**config.mk**
```make
export PLATFORM = sky130hd
export DESIGN_NAME = lspcb_top
export DESIGN_NICKNAME = d
export VERILOG_FILES = /design/src/include/lspcb_pkg.sv /design/src/hw/lspcb_filter.sv /design/src/hw/lspcb_top.sv
export SDC_FILE = /design/constraint.sdc
export NUM_CORES = 1
export LEC_CHECK = 0
export BUFFER_PORTS_ARGS = -buffer_cell sky130_fd_sc_hd__buf_2
export CAP_MARGIN = 20
export CORE_MARGIN = 2
export CORE_UTILIZATION = 50
export CTS_CLUSTER_SIZE = 16
export DETAILED_ROUTE_END_ITERATION = 6
export GPL_TIMING_DRIVEN = 0
export HOLD_SLACK_MARGIN = 0.15
export PLACE_DENSITY = 0.72
export SYNTH_ARGS = -nofsm -noshare
export SYNTH_HDL_FRONTEND = slang
export SYNTH_SLANG_ARGS = --single-unit
```
**constraint.sdc**
```tcl
create_clock -name clk -period 7 [get_ports clk]
set_input_delay 1.05 -clock clk [delete_from_list [all_inputs] [get_ports clk]]
set_output_delay 1.05 -clock clk [all_outputs]
set_load 0.02 [all_outputs]
```
**src/include/lspcb_pkg.sv**
```systemverilog
package lspcb_pkg;

    localparam int ADDR_W = 12;

    // Register indices; the byte address is four times the index.
    localparam logic [7:0] IDX_FILTER_GAIN = 8'h69;
    localparam logic [7:0] IDX_THERM_SS = 8'h6A;
    localparam logic [7:0] IDX_DIV_UPPER = 8'h6B;
    localparam logic [7:0] IDX_SYNC_CTRL = 8'h6C;
    localparam logic [7:0] IDX_LOOP_CFG = 8'h6D;
    localparam logic [7:0] IDX_SYNC_TYPE = 8'h6E;
    localparam logic [7:0] IDX_STATUS = 8'h7F;

    localparam logic [7:0] RST_FILTER_GAIN = 8'h00;
    localparam logic [7:0] RST_THERM_SS = 8'h00;
    localparam logic [7:0] RST_DIV_UPPER = 8'h00;
    localparam logic [7:0] RST_SYNC_CTRL = 8'h00;
    localparam logic [7:0] RST_LOOP_CFG = 8'h00;
    localparam logic [7:0] RST_SYNC_TYPE = 8'h00;

    localparam int GAIN_LSB = 4;
    localparam int FILT_LSB = 0;
    localparam int THERM_EN_BIT = 7;
    localparam int SS_LSB = 4;
    localparam int SYNC_TYPE_BIT = 4;
    localparam int DIV_LOW_W = 5;
    localparam int DIV_W = 13;

    localparam int CLK_KHZ = 25000;
    localparam int SS_MS [4] = '{5, 10, 20, 50};
    localparam int SS_CNT_W = 21;

    localparam int FILT_W = 9;
    localparam logic [8:0] FILT_LEN [16] = '{
        9'h005, 9'h00A, 9'h014, 9'h028, 9'h03C, 9'h050, 9'h064, 9'h08C,
        9'h0B4, 9'h0DC, 9'h104, 9'h12C, 9'h154, 9'h17C, 9'h1A4, 9'h1CC};

    localparam logic [7:0] COEFF_BASE = 8'h10;

    typedef struct packed {
        logic enable;
        logic lock;
        logic cnt_reset;
        logic [4:0] div_low;
    } lspcb_sync_ctrl_type;

    typedef struct packed {
        logic [1:0] coeff_sel;
        logic div_fast;
        logic loop_en;
        logic [3:0] prediv;
    } lspcb_loop_cfg_type;

    typedef enum logic [1:0] {
        SRC_OSC,
        SRC_LOOP_OSC,
        SRC_LOOP_SYNC
    } lspcb_clk_src_type;

endpackage : lspcb_pkg

```
**src/hw/lspcb_filter.sv**
```systemverilog
`timescale 1ns/100ps
module lspcb_filter #(
    parameter int LEN_W = 9
) (
    input wire logic clk,
    input wire logic rst,
    input wire logic raw,
    input wire logic [LEN_W-1:0] len,
    output logic filtered_q
);
    logic cand_q;
    logic [LEN_W-1:0] cnt_q;
    wire logic changed = raw != cand_q;
    wire logic len_met = cnt_q >= len;

    // A changed input restarts the count; its first cycle counts as one.
    always_ff @(posedge clk or posedge rst) begin
        if (rst) begin
            cand_q <= 1'b0;
            cnt_q <= '0;
            filtered_q <= 1'b0;
        end else begin
            cand_q <= raw;
            if (changed) begin
                cnt_q <= LEN_W'(1); // RULE17
            end else if (!len_met) begin
                cnt_q <= cnt_q + LEN_W'(1);
            end
            if (!changed && len_met) begin
                filtered_q <= cand_q; // RULE17
            end
        end
    end

    a_filter_restart: assert property ( // RULE17
        @(posedge clk) disable iff (rst)
        changed |=> cnt_q == LEN_W'(1))
        else $error("filter count did not restart on change");

    a_filter_settle: assert property ( // RULE17
        @(posedge clk) disable iff (rst)
        $changed(filtered_q) |-> $past(len_met) && !$past(changed))
        else $error("filtered output moved before input settled");

endmodule : lspcb_filter

```
**src/hw/lspcb_top.sv**
```systemverilog
// Our own choice: the APB interface to the registers.
`timescale 1ns/100ps
// Function
// RULE1: Filter headroom comparator for a 4-bit-selected number of cycles.
// RULE2: Short-string check and boost step-down use only the filtered result.
// RULE3: Hold 4-bit thermal dimming gain in upper nibble of filter register.
// RULE4: Apply thermal current dimming only while its enable bit is set.
// RULE5: Soft-start time from 2-bit code: 5, 10, 20 or 50 ms.
// RULE6: Upper eight divider bits come from their own register.
// RULE7: Lower five divider bits come from sync control bits 4 to 0.
// RULE8: Frame-sync input is ignored unless its enable bit is set.
// RULE9: Lock bit divides dimming output by divider to feed phase detector.
// RULE10: Counter-reset bit resets dimming counter on each frame-sync rise.
// RULE11: Two-bit coefficient code selects 16, 32, 64 or 128.
// RULE12: Divider select: 0 slow with external compensation, 1 fast internal.
// RULE13: Loop off clocks dimming from oscillator; on, via loop.
// RULE14: Pre-divide frame-sync by 1 to 16 from a 4-bit field.
// RULE15: Sync type bit: 0 line-rate signal, 1 frame-rate signal.
// RULE16: The 13-bit divider updates as one value, never half-written.
// RULE17: Filter restarts on any raw change, reports after stable count.
module lspcb_top #(
    parameter int SS_CYC0 = lspcb_pkg::SS_MS[0] * lspcb_pkg::CLK_KHZ,
    parameter int SS_CYC1 = lspcb_pkg::SS_MS[1] * lspcb_pkg::CLK_KHZ,
    parameter int SS_CYC2 = lspcb_pkg::SS_MS[2] * lspcb_pkg::CLK_KHZ,
    parameter int SS_CYC3 = lspcb_pkg::SS_MS[3] * lspcb_pkg::CLK_KHZ
) (
    input wire logic clk,
    input wire logic rst,
    input wire logic psel,
    input wire logic penable,
    input wire logic pwrite,
    input wire logic [lspcb_pkg::ADDR_W-1:0] paddr,
    input wire logic [31:0] pwdata,
    output logic [31:0] prdata,
    output logic pready,
    output logic pslverr,
    input wire logic headroom_cmp_raw,
    input wire logic frame_sync_in,
    input wire logic dim_pwm_out,
    input wire logic soft_start_go,
    output logic cmp_filtered,
    output logic led_short_check,
    output logic boost_down_check,
    output logic [3:0] thermal_dim_gain,
    output logic thermal_dim_active,
    output logic soft_start_active,
    output logic [lspcb_pkg::DIV_W-1:0] slow_div,
    output logic [7:0] loop_coeff,
    output logic div_select_fast,
    output logic loop_enable,
    output lspcb_pkg::lspcb_clk_src_type dim_clk_src,
    output logic frame_rate_mode,
    output logic phase_ref,
    output logic phase_fb,
    output logic dim_counter_reset
);
    typedef enum logic {SS_IDLE, SS_RAMP} lspcb_ss_state_type;

    logic [7:0] filter_gain_q;
    logic [7:0] therm_ss_q;
    logic [7:0] div_upper_q;
    logic [7:0] sync_ctrl_q;
    logic [7:0] loop_cfg_q;
    logic [7:0] sync_type_q;
    logic [31:0] rd_data_q;
    logic [lspcb_pkg::DIV_W-1:0] slow_div_q;
    logic sync_prev_q;
    logic pwm_prev_q;
    logic [3:0] prediv_cnt_q;
    logic [lspcb_pkg::DIV_W-1:0] fb_cnt_q;
    logic phase_ref_q;
    logic phase_fb_q;
    logic cnt_reset_q;
    logic [3:0] gain_out_q;
    logic therm_act_q;
    logic [7:0] coeff_q;
    lspcb_pkg::lspcb_clk_src_type src_q;
    lspcb_ss_state_type ss_state_q;
    logic [lspcb_pkg::SS_CNT_W-1:0] ss_cnt_q;
    logic [lspcb_pkg::SS_CNT_W-1:0] ss_len;
    logic filt_out;

    // Bus decode: zero wait states, unmapped words answer with an error.
    wire logic [7:0] idx = paddr[9:2];
    wire logic aligned = paddr[1:0] == 2'h0 && paddr[11:10] == 2'h0;
    wire logic hit_fg = aligned && idx == lspcb_pkg::IDX_FILTER_GAIN;
    wire logic hit_ts = aligned && idx == lspcb_pkg::IDX_THERM_SS;
    wire logic hit_du = aligned && idx == lspcb_pkg::IDX_DIV_UPPER;
    wire logic hit_sc = aligned && idx == lspcb_pkg::IDX_SYNC_CTRL;
    wire logic hit_lc = aligned && idx == lspcb_pkg::IDX_LOOP_CFG;
    wire logic hit_st = aligned && idx == lspcb_pkg::IDX_SYNC_TYPE;
    wire logic hit_ss = aligned && idx == lspcb_pkg::IDX_STATUS;
    wire logic hit_any = hit_fg || hit_ts || hit_du || hit_sc || hit_lc
        || hit_st || hit_ss;
    wire logic access = psel && penable;
    wire logic wr = access && pwrite && hit_any;
    wire logic setup_rd = psel && !penable && !pwrite;

    assign pready = 1'b1;
    assign pslverr = access && !hit_any;
    assign prdata = rd_data_q;

    wire logic [7:0] status_val = {4'h0, sync_ctrl_q[7], soft_start_active,
        headroom_cmp_raw, filt_out};
    wire logic [7:0] rd_mux =
        hit_fg ? filter_gain_q :
        hit_ts ? therm_ss_q :
        hit_du ? div_upper_q :
        hit_sc ? sync_ctrl_q :
        hit_lc ? loop_cfg_q :
        hit_st ? sync_type_q :
        hit_ss ? status_val : 8'h00;

    always_ff @(posedge clk or posedge rst) begin
        if (rst) begin
            filter_gain_q <= lspcb_pkg::RST_FILTER_GAIN;
            therm_ss_q <= lspcb_pkg::RST_THERM_SS;
            div_upper_q <= lspcb_pkg::RST_DIV_UPPER;
            sync_ctrl_q <= lspcb_pkg::RST_SYNC_CTRL;
            loop_cfg_q <= lspcb_pkg::RST_LOOP_CFG;
            sync_type_q <= lspcb_pkg::RST_SYNC_TYPE;
            rd_data_q <= 32'h0000_0000;
        end else begin
            if (wr && hit_fg) filter_gain_q <= pwdata[7:0]; // RULE3
            if (wr && hit_ts) therm_ss_q <= pwdata[7:0];
            if (wr && hit_du) div_upper_q <= pwdata[7:0]; // RULE6
            if (wr && hit_sc) sync_ctrl_q <= pwdata[7:0]; // RULE7
            if (wr && hit_lc) loop_cfg_q <= pwdata[7:0];
            if (wr && hit_st) sync_type_q <= pwdata[7:0];
            if (setup_rd) rd_data_q <= {24'h00_0000, rd_mux};
        end
    end

    // Field views of the control registers.
    lspcb_pkg::lspcb_sync_ctrl_type sync_ctrl;
    lspcb_pkg::lspcb_loop_cfg_type loop_cfg;
    assign sync_ctrl = lspcb_pkg::lspcb_sync_ctrl_type'(sync_ctrl_q);
    assign loop_cfg = lspcb_pkg::lspcb_loop_cfg_type'(loop_cfg_q);
    wire logic [3:0] filt_sel = filter_gain_q[lspcb_pkg::FILT_LSB +: 4];
    wire logic [1:0] ss_sel = therm_ss_q[lspcb_pkg::SS_LSB +: 2];
    wire logic therm_en = therm_ss_q[lspcb_pkg::THERM_EN_BIT];

    // The upper byte is staged; software writes it first and the lower
    // field second, so the live divider only ever takes a whole value.
    wire logic wr_lower = wr && hit_sc;
    always_ff @(posedge clk or posedge rst) begin
        if (rst) begin
            slow_div_q <= '0;
        end else if (wr_lower) begin
            slow_div_q <= {div_upper_q, pwdata[4:0]}; // RULE16 RULE6 RULE7
        end
    end
    assign slow_div = slow_div_q;

    lspcb_filter #(
        .LEN_W(lspcb_pkg::FILT_W)
    ) u_filter (
        .clk(clk),
        .rst(rst),
        .raw(headroom_cmp_raw),
        .len(lspcb_pkg::FILT_LEN[filt_sel]), // RULE1
        .filtered_q(filt_out)
    );
    assign cmp_filtered = filt_out;
    assign led_short_check = filt_out; // RULE2
    assign boost_down_check = filt_out; // RULE2

    // Frame-sync edge is taken only while the input is enabled.
    wire logic sync_rise = frame_sync_in && !sync_prev_q;
    wire logic rise_accept = sync_rise && sync_ctrl.enable; // RULE8
    wire logic pre_done = prediv_cnt_q >= loop_cfg.prediv;
    wire logic pwm_rise = dim_pwm_out && !pwm_prev_q;
    wire logic fb_done = fb_cnt_q + 13'h0001 >= slow_div_q;

    always_ff @(posedge clk or posedge rst) begin
        if (rst) begin
            sync_prev_q <= 1'b0;
            pwm_prev_q <= 1'b0;
            prediv_cnt_q <= 4'h0;
            fb_cnt_q <= '0;
            phase_ref_q <= 1'b0;
            phase_fb_q <= 1'b0;
            cnt_reset_q <= 1'b0;
        end else begin
            sync_prev_q <= frame_sync_in;
            pwm_prev_q <= dim_pwm_out;
            phase_ref_q <= rise_accept && pre_done; // RULE14
            if (rise_accept) begin
                prediv_cnt_q <= pre_done ? 4'h0 : prediv_cnt_q + 4'h1;
            end
            cnt_reset_q <= rise_accept && sync_ctrl.cnt_reset; // RULE10
            phase_fb_q <= sync_ctrl.lock && pwm_rise && fb_done; // RULE9
            if (!sync_ctrl.lock) begin
                fb_cnt_q <= '0;
            end else if (pwm_rise) begin
                fb_cnt_q <= fb_done ? '0 : fb_cnt_q + 13'h0001;
            end
        end
    end
    assign phase_ref = phase_ref_q;
    assign phase_fb = phase_fb_q;
    assign dim_counter_reset = cnt_reset_q;

    // Loop configuration as seen by the analog loop and clock mux.
    always_ff @(posedge clk or posedge rst) begin
        if (rst) begin
            gain_out_q <= 4'h0;
            therm_act_q <= 1'b0;
            coeff_q <= lspcb_pkg::COEFF_BASE;
            src_q <= lspcb_pkg::SRC_OSC;
        end else begin
            gain_out_q <= therm_en ?
                filter_gain_q[lspcb_pkg::GAIN_LSB +: 4] : 4'h0; // RULE3 RULE4
            therm_act_q <= therm_en; // RULE4
            coeff_q <= lspcb_pkg::COEFF_BASE << loop_cfg.coeff_sel; // RULE11
            if (!loop_cfg.loop_en) begin
                src_q <= lspcb_pkg::SRC_OSC; // RULE13
            end else if (sync_ctrl.enable && !loop_cfg.div_fast) begin
                src_q <= lspcb_pkg::SRC_LOOP_SYNC; // RULE13
            end else begin
                src_q <= lspcb_pkg::SRC_LOOP_OSC;
            end
        end
    end
    assign thermal_dim_gain = gain_out_q;
    assign thermal_dim_active = therm_act_q;
    assign loop_coeff = coeff_q;
    assign dim_clk_src = src_q;
    assign div_select_fast = loop_cfg.div_fast; // RULE12
    assign loop_enable = loop_cfg.loop_en; // RULE13
    assign frame_rate_mode = sync_type_q[lspcb_pkg::SYNC_TYPE_BIT]; // RULE15

    // Soft-start timer; the length is sampled when the ramp starts so a
    // register write mid-ramp cannot shorten a ramp already running.
    always_comb begin
        unique case (ss_sel)
            2'h0: ss_len = lspcb_pkg::SS_CNT_W'(SS_CYC0); // RULE5
            2'h1: ss_len = lspcb_pkg::SS_CNT_W'(SS_CYC1);
            2'h2: ss_len = lspcb_pkg::SS_CNT_W'(SS_CYC2);
            2'h3: ss_len = lspcb_pkg::SS_CNT_W'(SS_CYC3);
        endcase
    end

    always_ff @(posedge clk or posedge rst) begin
        if (rst) begin
            ss_state_q <= SS_IDLE;
            ss_cnt_q <= '0;
        end else begin
            unique case (ss_state_q)
                SS_IDLE: begin
                    if (soft_start_go) begin
                        ss_state_q <= SS_RAMP;
                        ss_cnt_q <= ss_len - lspcb_pkg::SS_CNT_W'(1); // RULE5
                    end
                end
                SS_RAMP: begin
                    if (ss_cnt_q == '0) begin
                        ss_state_q <= SS_IDLE;
                    end else begin
                        ss_cnt_q <= ss_cnt_q - lspcb_pkg::SS_CNT_W'(1);
                    end
                end
            endcase
        end
    end
    assign soft_start_active = ss_state_q == SS_RAMP;

    a_thermal_gate_off: assert property ( // RULE4
        @(posedge clk) disable iff (rst)
        !therm_en |=> thermal_dim_gain == 4'h0 && !thermal_dim_active)
        else $error("thermal dimming applied while disabled");

    a_sync_ignored_off: assert property ( // RULE8
        @(posedge clk) disable iff (rst)
        !sync_ctrl.enable |=> !phase_ref && !dim_counter_reset)
        else $error("frame sync acted on while disabled");

    a_counter_reset_edge: assert property ( // RULE10
        @(posedge clk) disable iff (rst)
        sync_ctrl.enable && sync_ctrl.cnt_reset && frame_sync_in
        && !sync_prev_q |=> dim_counter_reset)
        else $error("dimming counter reset missed on sync rise");

    a_div_coherent_load: assert property ( // RULE16
        @(posedge clk) disable iff (rst)
        $changed(slow_div) |-> $past(wr_lower))
        else $error("live divider changed without lower write");

    a_coeff_map_val: assert property ( // RULE11
        @(posedge clk) disable iff (rst)
        ##1 loop_coeff == (8'h10 << $past(loop_cfg_q[7:6])))
        else $error("loop coefficient mismatch");

    a_fb_lock_gate: assert property ( // RULE9
        @(posedge clk) disable iff (rst)
        !sync_ctrl.lock |=> !phase_fb)
        else $error("feedback pulse without lock");

    a_src_osc_direct: assert property ( // RULE13
        @(posedge clk) disable iff (rst)
        !loop_cfg.loop_en |=> dim_clk_src == lspcb_pkg::SRC_OSC)
        else $error("loop clock used while loop disabled");

    a_softstart_hold: assert property ( // RULE5
        @(posedge clk) disable iff (rst)
        !soft_start_active && soft_start_go && ss_sel == 2'h0
        |=> soft_start_active [*8])
        else $error("soft start ended too early");

endmodule : lspcb_top

```
==> run_results.csv <==
group,metric,value,unit
cts,numCtsBuffers,17,
route,routedWlPerCell,16.79,µm
final_layout,fillerInstances,1328,
final_layout,synthToLayoutAreaGrowth,16.75,%
floorplan,fp.dieArea,0.01638,mm²
power,cellPowerDensity,223.1,mW/mm²
timing,setup_tns,0,ns
timing,max_slew.worst_pin.slew,0.9450,ns
floorplan,ioPinCount,125,
power,p_total,2003,µW
run_status,status,"complete, no violations",
synthesis,synth.yosys.warnings,0,
grt,grt_antenna_before_repair,0,
final_layout,register_area,0.003254,mm²
timing,post-route-min-period,4.194,ns
power,switching_share,0.2759,
placed_design,placed_cells_incl_taps,1060,
synthesis,synth-edff-count,0,
setup_path,worst-path-max-fanout,10,
cts,cts_setup_buffers,0,
timing,max_freq,238.4,MHz
cts,clk_pin_slew_worst_paths,0.06,ns
grt,number_of_global_route_vias_before_repair,5824,
route,route.antenna.remaining_nets,0,
timing,worst_clock_skew,0.007929,ns
timing,grt_setup_unrepaired,"no",
synthesis,synthDistinctLibCells,71,
final_layout,final_nets,984,
synthesis,synth_seq_area_share,0.4233,
power,sequential_power_share,0.435,
power,leakage,0.004404,µW
setup_path,critical_path.endpoint_type,"flip-flop",
final_layout,mostFrequentLayoutCells,"sky130_fd_sc_hd__dfrtp_1, sky130_fd_sc_hd__buf_2, sky130_fd_sc_hd__mux2_2",
route,drc,0,
synthesis,mappedNetlistArea,0.007687,mm²
run,drv_cap,0,
setup_path,crit_start,"fb_cnt_q[0]$_DFFE_PP0P_",
timing,final.period_utilization,0.5992,
power,power_frac_comb,0.149,
synthesis,post_synth_inst_count,774,
timing,worst_slew_margin_rel,0.3648,
grt,largest_net_degree_at_the_start_of_global_routing,76,
cts,cts_root_buf,"sky130_fd_sc_hd__clkbuf_16",
min_path,hold_path.startpoint,"prdata[0]$_DFFE_PP0P_",
cts,tritoncts,"built",
floorplan,core_area,0.01509,mm²
final_layout,antenna_diode_instance_count,0,
timing,report.final.setup_viol,0,
floorplan,std_cell_rows,45,
synthesis,avgSynthCellArea,9.932,µm²
setup_path,critical_path_required,7.34,ns
cts,clock_tree.htree_level_count,4,
route,drt_first_iter_violations,443,
power,vdd_drop_max,0.0001672,V
setup_path,worst_ep_arrival,4.54,ns
placed_design,gp_routability_congestion,0.9124,
route,postRouteWirelength,18.32,mm
floorplan,die_width,128.0,µm
min_path,hold_class,"flip-flop to flip-flop",
setup_path,reg2reg_from,"fb_cnt_q[0]$_DFFE_PP0P_",
grt,grt_overflow_total,0,
cts,post_cts_resized,0,
cts,holdBufCountCts,0,
route,post_drt_via_cell_ratio,5.726,
setup_path,crit_type,"flip-flop to flip-flop",
synthesis,synth_async_sr_flop_share,1.000,
floorplan,die_h,128.0,µm
power,power.share.clock,0.416,
timing,timing_hold_violations_final,0,
final_layout,layout_cells_sized_above_1,0.2580,
timing,final-max-slew-violation-count,0,
final_layout,post-route-util,0.5948,
grt,first_pass_grt_wire_length,30.15,mm
cts,worstSkewPairLatency,0.42,ns
setup_path,cp-start-kind,"flip-flop",
final_layout,final_cell_count_no_fill,1091,
cts,clock_path_buffers,2,
final_layout,multi_input_comb_area,0.003993,mm²
synthesis,flip_flop_and_latch_count_after_synthesis,130,
floorplan,start_util,0.5095,
route,vias,6247,
power,cellInternalPower,1450,µW
cts,number_of_sinks_on_the_clock_net,130,
route,first_pass_iters,7,
final_layout,mostFrequentLayoutCell,"sky130_fd_sc_hd__dfrtp_1",
placed_design,total_of_buffers_placed_on_input_and_output_ports,69,
placed_design,hpwl,13.38,mm
synthesis,synth_ff_type,"sky130_fd_sc_hd__dfrtp_1",
grt,groute.usage.overall,0.2367,
setup_path,ff2ff_setup_slack,2.81,ns
power,switching_power,552.6,µW
state kept, by name (all words and copies together) (netlist names), 2 cells and up:
signal / flops
slow_div: 8
filter_gain_q: 8
therm_ss_q: 8
fb_cnt_q: 13
ss_cnt_q: 21
dim_clk_src: 2
sync_type_q: 8
u_filter.cnt_q: 9
prediv_cnt_q: 4
sync_ctrl: 8
loop_coeff: 4
thermal_dim_gain: 4
loop_cfg: 8
div_upper_q: 8
prdata: 8
synth_stat cells, drive strengths merged (10+ instances only):
cell    instances  area [µm²]
inv            35       133.9
a21oi          52       260.3
a22o           10       87.58
nand3          39       195.2
xor2           13       113.9
nor2           59       229.0
dfrtp         129        3228
o22ai          13       81.33
and2           10       62.56
clkbuf         13       48.80
nand2          48       182.7
o21ai          29       156.4
ha             40       500.5
xnor2          11       96.34
nor3           17       107.6
mux2           60       675.7
buf            49       355.3
mux2i          13       130.1
nand4          12       102.6
per-layer routing:
metal,vias to the layer above,share of wire,GRT usage
li1,2973,-,-
met1,2964,0.45,0.3327
met2,266,0.45,0.3523
met3,44,0.075,0.05760
met4,0,0.023,0.09761
met5,-,0,0
cells by family after synthesis:
logic type,after synthesis,synth area share
xor+xnor,24,0.02734
simple gates,247,0.1737
flops,130,0.4233
mux,73,0.1048
other cells,2,0.0009769
fa+ha+maj,40,0.06510
buf+inv,98,0.07047
compound gates,160,0.1343
worst paths after layout:
kind / endpoint / cells after the start
max in group asynchronous: u_filter.cnt_q[7]$_DFFE_PP0P_ / 3
min in group asynchronous: ss_cnt_q[15]$_DFFE_PP0P_ / 2
max reg2reg: fb_cnt_q[2]$_DFFE_PP0P_ / 13
min: prdata[0]$_DFFE_PP0P_ / 2
min reg2reg: prdata[0]$_DFFE_PP0P_ / 2
max: fb_cnt_q[2]$_DFFE_PP0P_ / 13
worst max-delay path, stage by stage (launching register included):
cell                        delay, ns
sky130_fd_sc_hd__dfrtp_1         0.42
sky130_fd_sc_hd__ha_1            0.27
sky130_fd_sc_hd__nand3_1         0.17
sky130_fd_sc_hd__nor2_1          0.31
sky130_fd_sc_hd__nand3_1         0.23
sky130_fd_sc_hd__or2_2           0.37
sky130_fd_sc_hd__xnor2_1         0.14
sky130_fd_sc_hd__ha_1            0.20
sky130_fd_sc_hd__a2111oi_0       0.39
sky130_fd_sc_hd__a21oi_1         0.17
sky130_fd_sc_hd__nor4_2          0.73
sky130_fd_sc_hd__clkbuf_1        0.47
sky130_fd_sc_hd__nand2_1         0.11
sky130_fd_sc_hd__mux2i_1         0.13
through the flow:
stage | instance area, µm² | setup WS, ns | hold slack, ns
floorplan | 7789 | 2.482 | 0.4174
global placement | 8369 | 0.8614 | 0.4829
detailed placement | 8412 | 2.934 | 0.4813
CTS | 8975 | 2.895 | 0.5053
global route | 8975 | 2.455 | 0.5225
finish | 8975 | 2.806 | 0.4985
power groups by stage:
stage	registers, µW	clock network (µW)	logic [µW]
floorplan	864	0	231
global placement	879	0	287
detailed placement	881	0	294
CTS	869	844	298
global route	877	881	340
finish	871	833	299
cell type report:
| cell class | instances | share of cell area |
|---|---|---|
| sequential | 130 | 0.3626 |
| tap | 188 | 0.02621 |
| clock inverter | 4 | 0.002231 |
| buffer | 62 | 0.04503 |
| inverter | 36 | 0.01589 |
| timing repair buffer | 71 | 0.04266 |
| multi-input combinational | 573 | 0.4449 |
| clock buffer | 27 | 0.06050 |
Power figures use the tool's default switching activity.
